--- src/design/pgs_pkg.sv ---
package pgs_pkg;
    localparam int CLK_HZ = 125_000_000;
    localparam int TENTH_S_NS = 100_000_000;
    localparam int CLK_NS = 8;
    localparam int TENTH_CYC = TENTH_S_NS / CLK_NS;
    localparam logic [15:0] CLEAN_FWD_FREQ_RST = 16'h01f4;
    localparam logic [15:0] CLEAN_REV_FREQ_RST = 16'h012c;
    localparam logic [15:0] CLEAN_RAMP_RST = 16'h0064;
    localparam logic [15:0] CLEAN_RAMP_MAX = 16'h8ca0;
    localparam logic [15:0] CLEAN_DUR_RST = 16'h0032;
    localparam logic [15:0] CLEAN_DUR_MIN = 16'h000a;
    localparam logic [15:0] CLEAN_DUR_MAX = 16'h2710;
    localparam logic [15:0] CLEAN_PAUSE_RST = 16'h000a;
    localparam logic [6:0] CLEAN_CYC_RST = 7'h01;
    localparam logic [6:0] CLEAN_CYC_MAX = 7'h64;
    localparam logic [15:0] TEMP_FULL_RANGE = 16'h07d0;
    localparam int NUM_PUMPS = 4;
    localparam int DI_W = 8;
    localparam logic [7:0] FN_MAN_POLL = 8'h55;
    localparam logic [7:0] FN_CLEAN = 8'h56;
    localparam logic [7:0] FN_LOCK_BASE = 8'h68;
    localparam logic [3:0] A_SVC_EN = 4'h0;
    localparam logic [3:0] A_MODE = 4'h1;
    localparam logic [3:0] A_ROT = 4'h2;
    localparam logic [3:0] A_SOFT = 4'h3;
    localparam logic [3:0] A_FREEZE = 4'h4;
    localparam logic [3:0] A_CLEAN_F = 4'h5;
    localparam logic [3:0] A_CLEAN_T = 4'h6;
    localparam logic [3:0] A_CLEAN_D = 4'h7;
    localparam logic [3:0] A_DI_FN = 4'h8;
    localparam logic [3:0] A_STATUS = 4'h9;
    localparam logic [3:0] A_SEG = 4'ha;
    typedef enum logic [2:0] {
        PGS_STOP = 3'b000, PGS_RUN = 3'b001, PGS_POLL_ADD = 3'b011,
        PGS_POLL_RED = 3'b010, PGS_CLEAN = 3'b110, PGS_FREEZE = 3'b111,
        PGS_HOLD = 3'b101
    } pgs_state_t;
    typedef enum logic [1:0] {
        PGS_CL_FWD = 2'b00, PGS_CL_P1 = 2'b01, PGS_CL_REV = 2'b11, PGS_CL_P2 = 2'b10
    } pgs_clph_t;
endpackage : pgs_pkg

--- src/design/pgs_top.sv ---
`timescale 1ns/10ps
module pgs_top
    import pgs_pkg::*;
#(
    parameter int TICK_CYC = TENTH_CYC
) (
    input wire logic REF_CLK_I,
    input wire logic ARST_N_I,
    input wire logic [DI_W-1:0] DI_I,
    input wire logic START_I,
    input wire logic STOP_I,
    input wire logic [15:0] FEEDBACK_I,
    input wire logic [15:0] PID_FREQ_I,
    input wire logic [15:0] TEMP_RAW_I,
    input wire logic [1:0] SEGMENT_I,
    input wire logic SEGMENT_VALID_I,
    input wire logic PUMP_STEP_I,
    input wire logic [3:0] ADDR_I,
    input wire logic [31:0] WDATA_I,
    input wire logic WR_I,
    input wire logic RD_I,
    output logic [31:0] RDATA_O,
    output logic [NUM_PUMPS-1:0] RELAY_O,
    output logic [15:0] FREQ_SET_O,
    output logic [15:0] RAMP_TIME_O,
    output logic REVERSE_O,
    output logic MOTOR_RUN_O,
    output logic FREEZE_O,
    output logic [15:0] PRESSURE_REF_O,
    output logic [15:0] TEMP_O
);
    typedef struct packed {
        logic [DI_W-1:0] di_m;
        logic [DI_W-1:0] di_s;
        logic [2:0] cmd_m;
        logic [2:0] cmd_s;
        logic [2:0] cmd_d;
        logic svc_en;
        logic mode;
        logic [15:0] rot_cycle;
        logic [15:0] rot_thr;
        logic soft_en;
        logic [15:0] soft_freq;
        logic [15:0] soft_time;
        logic [15:0] soft_cut;
        logic frz_en;
        logic [15:0] frz_thr;
        logic [15:0] frz_freq;
        logic [15:0] cl_ffreq;
        logic [15:0] cl_rfreq;
        logic [15:0] cl_framp;
        logic [15:0] cl_rramp;
        logic [15:0] cl_fdur;
        logic [15:0] cl_rdur;
        logic [15:0] cl_pause;
        logic [6:0] cl_cycles;
        logic [63:0] di_fn;
        logic [63:0] seg_p;
        logic [15:0] base_p;
        pgs_state_t st;
        pgs_clph_t ph;
        logic [6:0] cyc_cnt;
        logic [1:0] pump;
        logic [NUM_PUMPS-1:0] on;
        logic [1:0] vf;
        logic need_stop;
        logic frz_armed;
        logic soft_act;
        logic [31:0] tick;
        logic [15:0] tenths;
        logic [15:0] rot_tenths;
        logic [31:0] rdata;
        logic [NUM_PUMPS-1:0] relay;
        logic [15:0] freq;
        logic [15:0] ramp;
        logic rev;
        logic run;
        logic frz;
        logic [15:0] pref;
        logic [15:0] temp;
    } pgs_reg_t;

    pgs_reg_t r_ff;
    pgs_reg_t nxt_r;

    // true when any synchronised terminal carries the given function code
    function automatic logic pgs_fn_hit(input logic [63:0] fn, input logic [DI_W-1:0] di,
                                        input logic [7:0] code);
        logic hit;
        hit = 1'b0;
        for (int i = 0; i < DI_W; i++) begin
            if (di[i] && fn[i*8 +: 8] == code) begin
                hit = 1'b1;
            end
        end
        return hit;
    endfunction : pgs_fn_hit

    logic [NUM_PUMPS-1:0] locked;
    genvar g;
    generate
        for (g = 0; g < NUM_PUMPS; g++) begin : g_lock
            assign locked[g] = pgs_fn_hit(r_ff.di_fn, r_ff.di_s,
                FN_LOCK_BASE + 8'(g));
        end
    endgenerate

    // first available pump at or above a start index, wrapping
    function automatic logic [2:0] pgs_next_free(input logic [NUM_PUMPS-1:0] busy,
                                                 input logic [1:0] from);
        logic [2:0] res;
        logic [1:0] idx;
        res = 3'h4;
        for (int k = NUM_PUMPS - 1; k >= 0; k--) begin
            idx = from + 2'(k);
            if (!busy[idx]) begin
                res = {1'b0, idx};
            end
        end
        return res;
    endfunction : pgs_next_free

    always_comb begin
        logic start_ev;
        logic stop_ev;
        logic step;
        logic sec_tick;
        logic [15:0] phase_len;
        logic [2:0] nf;
        logic [2:0] nf2;
        nxt_r = r_ff;
        nxt_r.di_m = DI_I;
        nxt_r.di_s = r_ff.di_m;
        nxt_r.cmd_m = {PUMP_STEP_I, STOP_I, START_I};
        nxt_r.cmd_s = r_ff.cmd_m;
        nxt_r.cmd_d = r_ff.cmd_s;
        // start and step as rising edges, stop as a level, judged on synchronised samples only
        start_ev = r_ff.cmd_s[0] && !r_ff.cmd_d[0];
        stop_ev = r_ff.cmd_s[1];
        step = r_ff.cmd_s[2] && !r_ff.cmd_d[2];
        nxt_r.rdata = 32'h0;
        sec_tick = (r_ff.tick == 32'(TICK_CYC - 1));
        nxt_r.tick = sec_tick ? 32'h0 : r_ff.tick + 32'h1;
        nf = 3'h4;
        nf2 = 3'h4;
        phase_len = r_ff.cl_pause;
        if (WR_I) begin
            if (ADDR_I == A_SVC_EN) begin
                nxt_r.svc_en = WDATA_I[0];
            end else if (ADDR_I == A_MODE) begin
                nxt_r.mode = WDATA_I[0];
            end else if (ADDR_I == A_ROT) begin
                nxt_r.rot_cycle = WDATA_I[15:0];
                nxt_r.rot_thr = WDATA_I[31:16];
            end else if (ADDR_I == A_SOFT) begin
                nxt_r.soft_en = WDATA_I[0];
                nxt_r.soft_freq = {6'h0, WDATA_I[10:1]};
                nxt_r.soft_time = {6'h0, WDATA_I[20:11]};
                nxt_r.soft_cut = {5'h0, WDATA_I[31:21]};
            end else if (ADDR_I == A_FREEZE) begin
                nxt_r.frz_en = WDATA_I[0];
                nxt_r.frz_thr = {1'b0, WDATA_I[15:1]};
                nxt_r.frz_freq = WDATA_I[31:16];
            end else if (ADDR_I == A_CLEAN_F) begin
                nxt_r.cl_ffreq = WDATA_I[15:0];
                nxt_r.cl_rfreq = WDATA_I[31:16];
            end else if (ADDR_I == A_CLEAN_T) begin
                nxt_r.cl_framp = (WDATA_I[15:0] > CLEAN_RAMP_MAX) ? CLEAN_RAMP_MAX
                                 : WDATA_I[15:0];
                nxt_r.cl_rramp = (WDATA_I[31:16] > CLEAN_RAMP_MAX) ? CLEAN_RAMP_MAX
                                 : WDATA_I[31:16];
            end else if (ADDR_I == A_CLEAN_D) begin
                nxt_r.cl_fdur = (WDATA_I[13:0] < 14'(CLEAN_DUR_MIN)) ? CLEAN_DUR_MIN
                    : (WDATA_I[13:0] > 14'(CLEAN_DUR_MAX)) ? CLEAN_DUR_MAX
                    : {2'h0, WDATA_I[13:0]};
                nxt_r.cl_rdur = (WDATA_I[27:14] < 14'(CLEAN_DUR_MIN)) ? CLEAN_DUR_MIN
                    : (WDATA_I[27:14] > 14'(CLEAN_DUR_MAX)) ? CLEAN_DUR_MAX
                    : {2'h0, WDATA_I[27:14]};
            end else if (ADDR_I == A_DI_FN) begin
                nxt_r.di_fn = {WDATA_I, r_ff.di_fn[63:32]};
            end else if (ADDR_I == A_SEG) begin
                nxt_r.seg_p = {WDATA_I, r_ff.seg_p[63:32]};
            end else if (ADDR_I == A_STATUS) begin
                nxt_r.cl_pause = (WDATA_I[13:0] < 14'(CLEAN_DUR_MIN)) ? CLEAN_DUR_MIN
                    : (WDATA_I[13:0] > 14'(CLEAN_DUR_MAX)) ? CLEAN_DUR_MAX
                    : {2'h0, WDATA_I[13:0]};
                nxt_r.cl_cycles = (WDATA_I[22:16] == 7'h0) ? 7'h1
                    : (WDATA_I[22:16] > CLEAN_CYC_MAX) ? CLEAN_CYC_MAX : WDATA_I[22:16];
                nxt_r.base_p = {8'h0, WDATA_I[31:24]};
            end
        end
        if (RD_I) begin
            if (ADDR_I == A_SVC_EN) begin
                nxt_r.rdata = {31'h0, r_ff.svc_en};
            end else if (ADDR_I == A_MODE) begin
                nxt_r.rdata = {31'h0, r_ff.mode};
            end else if (ADDR_I == A_ROT) begin
                nxt_r.rdata = {r_ff.rot_thr, r_ff.rot_cycle};
            end else if (ADDR_I == A_CLEAN_F) begin
                nxt_r.rdata = {r_ff.cl_rfreq, r_ff.cl_ffreq};
            end else if (ADDR_I == A_CLEAN_T) begin
                nxt_r.rdata = {r_ff.cl_rramp, r_ff.cl_framp};
            end else if (ADDR_I == A_CLEAN_D) begin
                nxt_r.rdata = {4'h0, r_ff.cl_rdur[13:0], r_ff.cl_fdur[13:0]};
            end else if (ADDR_I == A_STATUS) begin
                nxt_r.rdata = {9'h0, r_ff.cyc_cnt, r_ff.need_stop, r_ff.frz_armed,
                               r_ff.frz, r_ff.soft_act, r_ff.on, r_ff.pump, r_ff.vf,
                               1'b0, r_ff.st};
            end
        end
        // temperature readout
        nxt_r.temp = (TEMP_RAW_I > TEMP_FULL_RANGE) ? 16'h0 : TEMP_RAW_I;
        nxt_r.pref = (SEGMENT_VALID_I) ? r_ff.seg_p[SEGMENT_I*16 +: 16]
                     : r_ff.base_p;
        if (r_ff.temp > r_ff.frz_thr) begin
            nxt_r.frz_armed = 1'b1;
        end
        if (sec_tick) begin
            nxt_r.tenths = r_ff.tenths + 16'h1;
            nxt_r.rot_tenths = r_ff.rot_tenths + 16'h1;
        end
        if (stop_ev) begin
            nxt_r.need_stop = 1'b0;
        end
        case (r_ff.st)
            PGS_STOP: begin
                nxt_r.on = '0;
                if (r_ff.frz_en && r_ff.frz_armed && r_ff.temp < r_ff.frz_thr && !stop_ev) begin
                    nxt_r.st = PGS_FREEZE;
                end
                if (start_ev && r_ff.svc_en) begin
                    nxt_r.pump = 2'h0;
                    nxt_r.tenths = 16'h0;
                    nxt_r.rot_tenths = 16'h0;
                    if (pgs_fn_hit(r_ff.di_fn, r_ff.di_s, FN_MAN_POLL)) begin
                        if (!r_ff.need_stop) begin
                            nxt_r.st = PGS_POLL_ADD;
                        end
                    end else if (pgs_fn_hit(r_ff.di_fn, r_ff.di_s, FN_CLEAN)) begin
                        if (!r_ff.need_stop) begin
                            nxt_r.st = PGS_CLEAN;
                            nxt_r.ph = PGS_CL_FWD;
                            nxt_r.cyc_cnt = 7'h0;
                        end
                    end else begin
                        nxt_r.st = PGS_RUN;
                        nxt_r.soft_act = r_ff.soft_en;
                        nxt_r.on = '0;
                        nxt_r.vf = 2'h0;
                    end
                end
            end
            PGS_POLL_ADD: begin
                if (step) begin
                    nf = pgs_next_free(r_ff.on | locked, r_ff.pump);
                    if (nf[2]) begin
                        nxt_r.st = PGS_POLL_RED;
                        nxt_r.pump = 2'h0;
                    end else begin
                        nxt_r.on[nf[1:0]] = 1'b1;
                        nxt_r.pump = nf[1:0] + 2'h1;
                        // the step that fills the last pump ends adding: no relay
                        // moves afterwards, so no further step would come
                        if (pgs_next_free(nxt_r.on | locked, 2'h0) == 3'h4) begin
                            nxt_r.st = PGS_POLL_RED;
                            nxt_r.pump = 2'h0;
                        end
                    end
                end
            end
            PGS_POLL_RED: begin
                if (step) begin
                    nf = pgs_next_free(~r_ff.on, r_ff.pump);
                    if (nf[2]) begin
                        nxt_r.st = PGS_HOLD;
                    end else begin
                        nxt_r.on[nf[1:0]] = 1'b0;
                        nxt_r.pump = nf[1:0] + 2'h1;
                    end
                end
            end
            PGS_CLEAN: begin
                nxt_r.on = '0;
                nxt_r.on[r_ff.pump] = 1'b1;
                case (r_ff.ph)
                    PGS_CL_FWD: phase_len = r_ff.cl_fdur;
                    PGS_CL_REV: phase_len = r_ff.cl_rdur;
                    default: phase_len = r_ff.cl_pause;
                endcase
                if (locked[r_ff.pump] || (sec_tick && r_ff.tenths + 16'h1 >= phase_len)) begin
                    nxt_r.tenths = 16'h0;
                    case (r_ff.ph)
                        PGS_CL_FWD: nxt_r.ph = PGS_CL_P1;
                        PGS_CL_P1: nxt_r.ph = PGS_CL_REV;
                        PGS_CL_REV: nxt_r.ph = PGS_CL_P2;
                        default: begin
                            nxt_r.ph = PGS_CL_FWD;
                            nxt_r.cyc_cnt = r_ff.cyc_cnt + 7'h1;
                        end
                    endcase
                    if (locked[r_ff.pump] || (r_ff.ph == PGS_CL_P2 &&
                        r_ff.cyc_cnt + 7'h1 >= r_ff.cl_cycles)) begin
                        nxt_r.ph = PGS_CL_FWD;
                        nxt_r.cyc_cnt = 7'h0;
                        if (r_ff.pump == 2'(NUM_PUMPS - 1)) begin
                            nxt_r.st = PGS_HOLD;
                        end else begin
                            nxt_r.pump = r_ff.pump + 2'h1;
                        end
                    end
                end
            end
            PGS_RUN: begin
                if (r_ff.soft_act && ((sec_tick && r_ff.tenths + 16'h1 >= r_ff.soft_time)
                    || FEEDBACK_I >= r_ff.soft_cut)) begin
                    nxt_r.soft_act = 1'b0;
                end
                if (r_ff.on == '0) begin
                    nf = pgs_next_free(locked, 2'h0);
                    if (!nf[2]) begin
                        nxt_r.on[nf[1:0]] = 1'b1;
                        nxt_r.vf = nf[1:0];
                    end
                end else if (r_ff.rot_cycle != 16'h0 && r_ff.rot_tenths >= r_ff.rot_cycle
                             && PID_FREQ_I < r_ff.rot_thr) begin
                    nf = pgs_next_free(r_ff.on | locked, r_ff.vf + 2'h1);
                    // mode 0 never drops the vf pump, only a running fixed-speed one
                    nf2 = r_ff.mode ? {1'b0, r_ff.vf} : pgs_next_free(
                        ~r_ff.on | (NUM_PUMPS'(1) << r_ff.vf), r_ff.vf + 2'h1);
                    nxt_r.rot_tenths = 16'h0;
                    if (!nf[2] && !nf2[2]) begin
                        nxt_r.on[nf[1:0]] = 1'b1;
                        nxt_r.on[nf2[1:0]] = 1'b0;
                        if (r_ff.mode) begin
                            nxt_r.vf = nf[1:0];
                        end
                    end
                end
                if (locked[r_ff.vf]) begin
                    nxt_r.on[r_ff.vf] = 1'b0;
                end
            end
            PGS_FREEZE: begin
                if (start_ev) begin
                    nxt_r.st = PGS_RUN;
                    nxt_r.soft_act = r_ff.soft_en;
                    nxt_r.on = '0;
                end
            end
            default: begin
                nxt_r.on = '0;
            end
        endcase
        if (stop_ev && r_ff.st != PGS_STOP) begin
            nxt_r.st = PGS_STOP;
            nxt_r.on = '0;
            if (r_ff.st == PGS_FREEZE) begin
                nxt_r.frz_armed = 1'b0;
            end
            nxt_r.need_stop = (r_ff.st == PGS_POLL_ADD) || (r_ff.st == PGS_POLL_RED)
                              || (r_ff.st == PGS_CLEAN);
        end
        if (r_ff.st == PGS_HOLD || ((r_ff.st == PGS_POLL_ADD || r_ff.st == PGS_POLL_RED
            || r_ff.st == PGS_CLEAN) && !stop_ev && nxt_r.st != r_ff.st)) begin
            nxt_r.need_stop = 1'b1;
        end
        if (r_ff.st == PGS_HOLD) begin
            nxt_r.st = stop_ev ? PGS_STOP : PGS_HOLD;
            nxt_r.need_stop = !stop_ev;
        end
        if (!r_ff.svc_en && r_ff.st != PGS_FREEZE) begin
            nxt_r.st = PGS_STOP;
            nxt_r.on = '0;
        end
        nxt_r.frz = (r_ff.st == PGS_FREEZE);
        nxt_r.run = (r_ff.st == PGS_RUN) || (r_ff.st == PGS_FREEZE)
                    || (r_ff.st == PGS_POLL_ADD) || (r_ff.st == PGS_POLL_RED)
                    || (r_ff.st == PGS_CLEAN && (r_ff.ph == PGS_CL_FWD
                        || r_ff.ph == PGS_CL_REV));
        nxt_r.rev = (r_ff.st == PGS_CLEAN) && (r_ff.ph == PGS_CL_REV);
        nxt_r.ramp = (r_ff.ph == PGS_CL_REV) ? r_ff.cl_rramp : r_ff.cl_framp;
        if (r_ff.st == PGS_FREEZE) begin
            nxt_r.freq = r_ff.frz_freq;
        end else if (r_ff.st == PGS_CLEAN) begin
            nxt_r.freq = (r_ff.ph == PGS_CL_REV) ? r_ff.cl_rfreq : r_ff.cl_ffreq;
        end else if (r_ff.st == PGS_RUN && r_ff.soft_act) begin
            nxt_r.freq = r_ff.soft_freq;
        end else if (r_ff.st == PGS_STOP || r_ff.st == PGS_HOLD) begin
            nxt_r.freq = 16'h0;
        end else begin
            nxt_r.freq = PID_FREQ_I;
        end
        // one relay per pump; mode 0 pins the vf pump to relay 0, mode 1 moves it
        nxt_r.relay = r_ff.on;
        if (!r_ff.mode && r_ff.st == PGS_RUN) begin
            nxt_r.vf = 2'h0;
        end
    end

    always_ff @(posedge REF_CLK_I or negedge ARST_N_I) begin
        if (!ARST_N_I) begin
            r_ff <= '0;
            r_ff.svc_en <= 1'b1;
            r_ff.cl_ffreq <= CLEAN_FWD_FREQ_RST;
            r_ff.cl_rfreq <= CLEAN_REV_FREQ_RST;
            r_ff.cl_framp <= CLEAN_RAMP_RST;
            r_ff.cl_rramp <= CLEAN_RAMP_RST;
            r_ff.cl_fdur <= CLEAN_DUR_RST;
            r_ff.cl_rdur <= CLEAN_DUR_RST;
            r_ff.cl_pause <= CLEAN_PAUSE_RST;
            r_ff.cl_cycles <= CLEAN_CYC_RST;
            r_ff.frz_armed <= 1'b1;
            r_ff.st <= PGS_STOP;
            r_ff.ph <= PGS_CL_FWD;
        end else begin
            r_ff <= nxt_r;
        end
    end

    assign RDATA_O = r_ff.rdata;
    assign RELAY_O = r_ff.relay;
    assign FREQ_SET_O = r_ff.freq;
    assign RAMP_TIME_O = r_ff.ramp;
    assign REVERSE_O = r_ff.rev;
    assign MOTOR_RUN_O = r_ff.run;
    assign FREEZE_O = r_ff.frz;
    assign PRESSURE_REF_O = r_ff.pref;
    assign TEMP_O = r_ff.temp;
endmodule : pgs_top

--- config.mk ---
export PLATFORM = sky130hd
export DESIGN_NAME = pgs_top
export DESIGN_NICKNAME = d
export VERILOG_FILES = /design/src/design/pgs_pkg.sv /design/src/design/pgs_top.sv
export SDC_FILE = /design/constraint.sdc
export NUM_CORES = 1
export LEC_CHECK = 0
export ABC_AREA = 1
export BUFFER_PORTS_ARGS = -buffer_cell sky130_fd_sc_hd__buf_4
export CORE_UTILIZATION = 50
export DETAILED_ROUTE_END_ITERATION = 10
export GPL_ROUTABILITY_DRIVEN = 0
export PLACE_DENSITY_LB_ADDON = 0.3
export SLEW_MARGIN = 20
export SYNTH_ARGS = -nofsm -noshare
export SYNTH_HDL_FRONTEND = slang
export SYNTH_SLANG_ARGS = --single-unit
--- constraint.sdc ---
create_clock -name REF_CLK_I -period 4.15 [get_ports REF_CLK_I]
set_input_delay 0.2075 -clock REF_CLK_I [delete_from_list [all_inputs] [get_ports REF_CLK_I]]
set_output_delay 0.2075 -clock REF_CLK_I [all_outputs]
set_load 0.05 [all_outputs]
# Word level (Yosys, flattened, before mapping)
# Index checks and enable logic that the tools add are counted.
[word_totals]
regBits = 568
input_bits = 102
output_inout_bits = 103
word_cells = 583
[classes]
n_addsub = 13
n_lt_le_gt_ge = 37
eq_ne = 98
n_shift = 2
n_mux = 237
bitwise = 23
n_reduce_logical = 125
[ops]
columns = ["cell", "count"]
rows = [
  ["8-bit by 7-bit equality test with 1-bit output, second input constant", 48],
  ["32-bit 2-to-1 mux", 9],
  ["16-bit 2-to-1 mux", 14],
  ["3-bit 2-to-1 mux", 55],
  ["16-bit case mux with 2 select lines", 3],
  ["1-bit 2-to-1 mux", 88],
  ["14-bit 2-to-1 mux", 6],
  ["1-bit logical AND", 76],
  ["64-bit by 7-bit variable part select with 16-bit output", 1],
  ["6-bit 2-to-1 mux", 8],
  ["2-bit by 3-bit < comparator with 1-bit output, second input constant", 14],
  ["1-bit binary-select mux with 2-bit select", 18],
  ["16-bit by 1-bit adder with 16-bit output, second input constant", 2],
  ["32-bit by 1-bit adder with 32-bit output, second input constant", 1],
  ["32-bit by 24-bit equality test with 1-bit output, second input constant", 1],
  ["16-bit greater-or-equal comparator", 2],
  ["16-bit > comparator, second input constant", 2],
  ["4-bit by 3-bit inequality test with 1-bit output, second input constant", 8],
  ["14-bit > comparator, second input constant", 2],
  ["14-bit by 4-bit < comparator with 1-bit output, second input constant", 2],
  ["28-bit 2-to-1 mux", 1],
  ["2-bit inequality test, second input constant", 12],
  ["4-bit bitwise OR", 6],
  ["4-bit case mux with 6 select lines", 1],
  ["other kinds (66)", 155],
]

# Longest topological paths before layout
[depth]
word_depth = 43
depth_mapped = 28
mapped_depth_nobuf = 28

# Worst setup path before layout
# No wires, ideal clock.
[synth_path]
path_type = "register to register"
start = "register r_ff[119] (netlist bit)"
end = "register r_ff[178] (netlist bit)"
setup_time_ns = 0.077
arrival_ns = 2.989
required_ns = 4.073
slack_ns = 1.084
path_stages_with_launch = 23
n_path_buf = 0
period_less_slack_ns = 3.066
cell_sequence = "dfrtp_1 -> nand3_1 -> nor2_1 -> inv_1 -> nor3_2 -> inv_1 -> nor2_1 -> inv_1 -> nor3_1 -> nand3_1 -> nor2_1 -> xor2_1 -> inv_1 -> ha_1 -> nand2_1 -> o211a_1 -> nand3_1 -> nand2_1 -> nand3_1 -> nand2_1 -> nor2_2 -> nand2_1 -> o21ai_1"
[synth_between]
elab_chain_len = 6
[synth_rtl]
columns = ["item", "line", "source"]
rows = [
  ["start: declaration", "pgs_top.sv:83", "pgs_reg_t r_ff;"],
  ["start signal: assignment", "pgs_top.sv:416", "r_ff <= nxt_r;"],
  ["16-bit by 1-bit adder with 16-bit output", "pgs_top.sv:290", "if (locked[r_ff.pump] || (sec_tick && r_ff.tenths + 16'h1 >= phase_len)) begin"],
  ["16-bit greater-or-equal comparator", "pgs_top.sv:290", ""],
  ["1-bit logical AND", "pgs_top.sv:290", ""],
  ["1-bit logical OR", "pgs_top.sv:290", ""],
  ["2-bit inequality test (no line)", "n/a", ""],
  ["7-bit AND reduction (no line)", "n/a", ""],
]
# No other way between the ends.
# A chain may end at the register's enable or synchronous reset.

==> impl_metrics.tcl <==
set metrics [dict create \
    status "finished clean" \
    die-area_sq_um 59700 \
    antenna_found_initial 7 \
    crit_arrival_ps 4210 \
    relSlewSlack 0.218 \
    area_growth_pct 15.1 \
    wl_met3_mm 9.91 \
    hpwl_mm 65.1 \
    top_layer "met4" \
    dr_wl_met2_mm 39.2 \
    htreeDepth 2 \
    hold_class "input port to flop" \
    synth_edf_count 0 \
    setup_viol 0 \
    grt_util_all_layers 0.309 \
    vias 25800 \
    powerDensity_nw_per_um2 503 \
    dpl.cell_count 4380 \
    vias_per_cell 5.66 \
    fin_ws_ps 469 \
    final.setup.tns_ps 0 \
    finalPower_mw 17.0 \
    fin_crit_ps 3680 \
    worstMarginPinSlew_ps 1140 \
    placed_area_sq_um 31000 \
    drtAntennaViolNets 0 \
    drc 0 \
    cp_slowest_cell "ha_1" \
    grt_pass1_wl_mm 141 \
    finClkSkew_ps 29.7 \
    yosys.area_share.simple 0.193 \
    p_leak_nw 16.4 \
    cts-root-buf "clkbuf_16" \
    post-route-period-util 0.887 \
    drv_slew 0 \
    dr.pass1.iters 9 \
    wl_met1_mm 38.0 \
    synth_top_family_by_area "simple AND/OR/NAND/NOR gates" \
    clockBufferDepth 3 \
    nets 3951 \
    worst-path-buf-inv 5 \
    ys_top_cells_by_area "dfrtp_1 45%, nand2_1 9.3%, o21ai_0 7.6%" \
    wl_per_cell_microns 20.2 \
    clk_pin_slew_worst_paths_ps 70 \
    rsz0062_at_grt "no" \
    async_flop_share 1.00 \
    cp-end-kind "flop" \
    core_area_sq_um 57900 \
    ys_seq_area_frac 0.479 \
    overflow 0 \
    synthXorXnorAreaFrac 0.0101 \
    clock-sinks 561 \
    syn_area_sq_um 29400 \
    synthMuxAreaShare 0.00413 \
    synth_top_area_share 0.455 \
    die_x_microns 244 \
    ir_drop_mv 0.367 \
    cap_violations 0 \
    fmax_mhz 272 \
    drtIter0Drc 3058 \
    wl_mm 91.9 \
    post-route-util 0.584 \
    cp.required_ps 4680 \
    port_buffers 204 \
    start_util 0.507 \
    final_area_sq_um 33800 \
    drive_above_1_share 0.121 \
    cp_top_family "compound AO/OA/AOI/OAI gates" \
    cts_buffers 59 \
    ys_seq_elements 561 \
    crit_path_start_kind "flop" \
    cts_tree "done" \
    layout.cells.non_filler 4560 \
    synth.largest_area_cell "dfrtp_1" \
    slowest_delay_ps 400 \
    grt_max_degree 129 \
    synthCells 3604 \
    syn_avg_cell_area_sq_um 8.15 \
    grt_pass1_vias 24200 \
    cp_max_fo 27 \
    crit_chain "inv_1, ha_1, clkinvlp_4, o211ai_1, o21ai_0, ha_1, a21oi_1, nor2_1, a211oi_1, o221ai_1, nand3_1, nand3_1, nand2_1, nand3_1, nand2_1, inv_1, nand2_1, clkinvlp_4, buf_12, a211oi_1" \
    clkLatencyLatePin_ps 640 \
    pre_cts_slack_ps 361 \
    io_pins 205 \
    synth.distinct_cells 57 \
    finalHoldViolCount 0 \
    ys.flop_type "dfrtp_1" \
    synthAdderAreaFrac 0.0464 \
    synth_compound_area_frac 0.161 \
    num_rows 88 \
    holdWs_ps 23.4 \
    critical_path_class "flop to flop" \
    ys_warn_count 0 \
    die_h_microns 244 \
]
## metal layers
layer  vias up  track usage
li1      12000            -
met1     12200        0.429
met2      1320        0.455
met3       232       0.0696
met4         0        0.153
met5         -            0
## cell usage in the layout (no fill, tap or decap), types with 34 or more instances in the layout
| master | count |
|---|---|
| dfrtp_1 | 534 |
| nand3_1 | 135 |
| a211oi_1 | 47 |
| dlygate4sd3_1 | 63 |
| ha_1 | 109 |
| buf_4 | 235 |
| clkbuf_16 | 60 |
| nor2_1 | 284 |
| a21oi_1 | 170 |
| nand2_1 | 730 |
| a31oi_1 | 41 |
| nand4_1 | 37 |
| inv_1 | 478 |
| nor3_1 | 44 |
| o211ai_1 | 34 |
| o21ai_0 | 447 |
## worst register-to-register path: stages, from the launching register on
cell and delay, ps:
dfrtp_1 390, inv_1 120, ha_1 400, clkinvlp_4 360, o211ai_1 210, o21ai_0 140
ha_1 320, a21oi_1 150, nor2_1 50, a211oi_1 190, o221ai_1 160, nand3_1 90
nand3_1 80, nand2_1 120, nand3_1 100, nand2_1 80, inv_1 60, nand2_1 100
clkinvlp_4 110, buf_12 150, a211oi_1 200
## flip-flops by register name (all words and copies together) (netlist names)
| signal | count |
|---|---|
| RAMP_TIME_O | 16 |
| nxt_r | 18 |
| RDATA_O | 32 |
| MOTOR_RUN_O | 1 |
| RELAY_O | 4 |
| FREEZE_O | 1 |
| PRESSURE_REF_O | 16 |
| FREQ_SET_O | 16 |
| TEMP_O | 16 |
| REVERSE_O | 1 |
| r_ff | 440 |
## timing repair
| action | in CTS | in global routing |
|---|---|---|
| endpoints found under the hold margin | 203 | 0 |
| setup buffers | 0 | 1 |
| resized for setup | 0 | 4 |
| hold buffers | 63 | 0 |
| endpoints found under the setup margin | 0 | 21 |
## where the power goes
part	leakage [nW]	total (mW)	internal (mW)	switching [mW]
registers	7.08	6.98	6.40	0.578
clock network	1.02	5.75	3.44	2.31
logic	8.29	4.26	1.37	2.89
## kinds of logic (layout without fill, tap and decap cells)
kind of cell               count (synthesis)  in the layout
buffers and inverters                    723            906
xor gates and xnor gates                  34             34
and+or+nand+nor                         1327           1327
muxes                                     11             11
DFF                                      561            561
other                                      1              9
AOI/OAI and AO/OA                        838            838
adders and majority gates                109            109
## final timing paths
path | startpoint | endpoint | slack, ps | cells past startpoint
max in group asynchronous | ARST_N_I | r_ff[231] | 2870 | 3
min in group asynchronous | ARST_N_I | nxt_r[578] | 190 | 2
worst max-delay path | r_ff[185] | r_ff[126] | 470 | 20
worst min register to register | nxt_r[582] | r_ff[582] | 350 | 0
worst max register to register | r_ff[185] | r_ff[126] | 470 | 20
worst min-delay path | WDATA_I[28] | r_ff[395] | 20 | 4
## cell type report
cell class	instances	area, sq um
repair buffers	306	2540
well taps	765	957
multi-input cells	2324	12300
flip-flops and latches	561	14100
clock buffers	77	1660
fillers	5239	24100
inverters	488	1840
diodes	4	10.0
clock inverters	35	467
## Yosys cell counts, drive strengths merged (19+ instances only)
cell type	count
a211oi	47
a21oi	170
a31oi	41
buf	110
clkbuf	125
dfrtp	534
dfstp	27
ha	109
inv	484
nand2	737
nand3	147
nand4	40
nor2	301
nor3	53
nor4	26
o211ai	34
o21ai	454
o221ai	25
or2	19
xor2	28
Power figures use the tool's default switching activity.
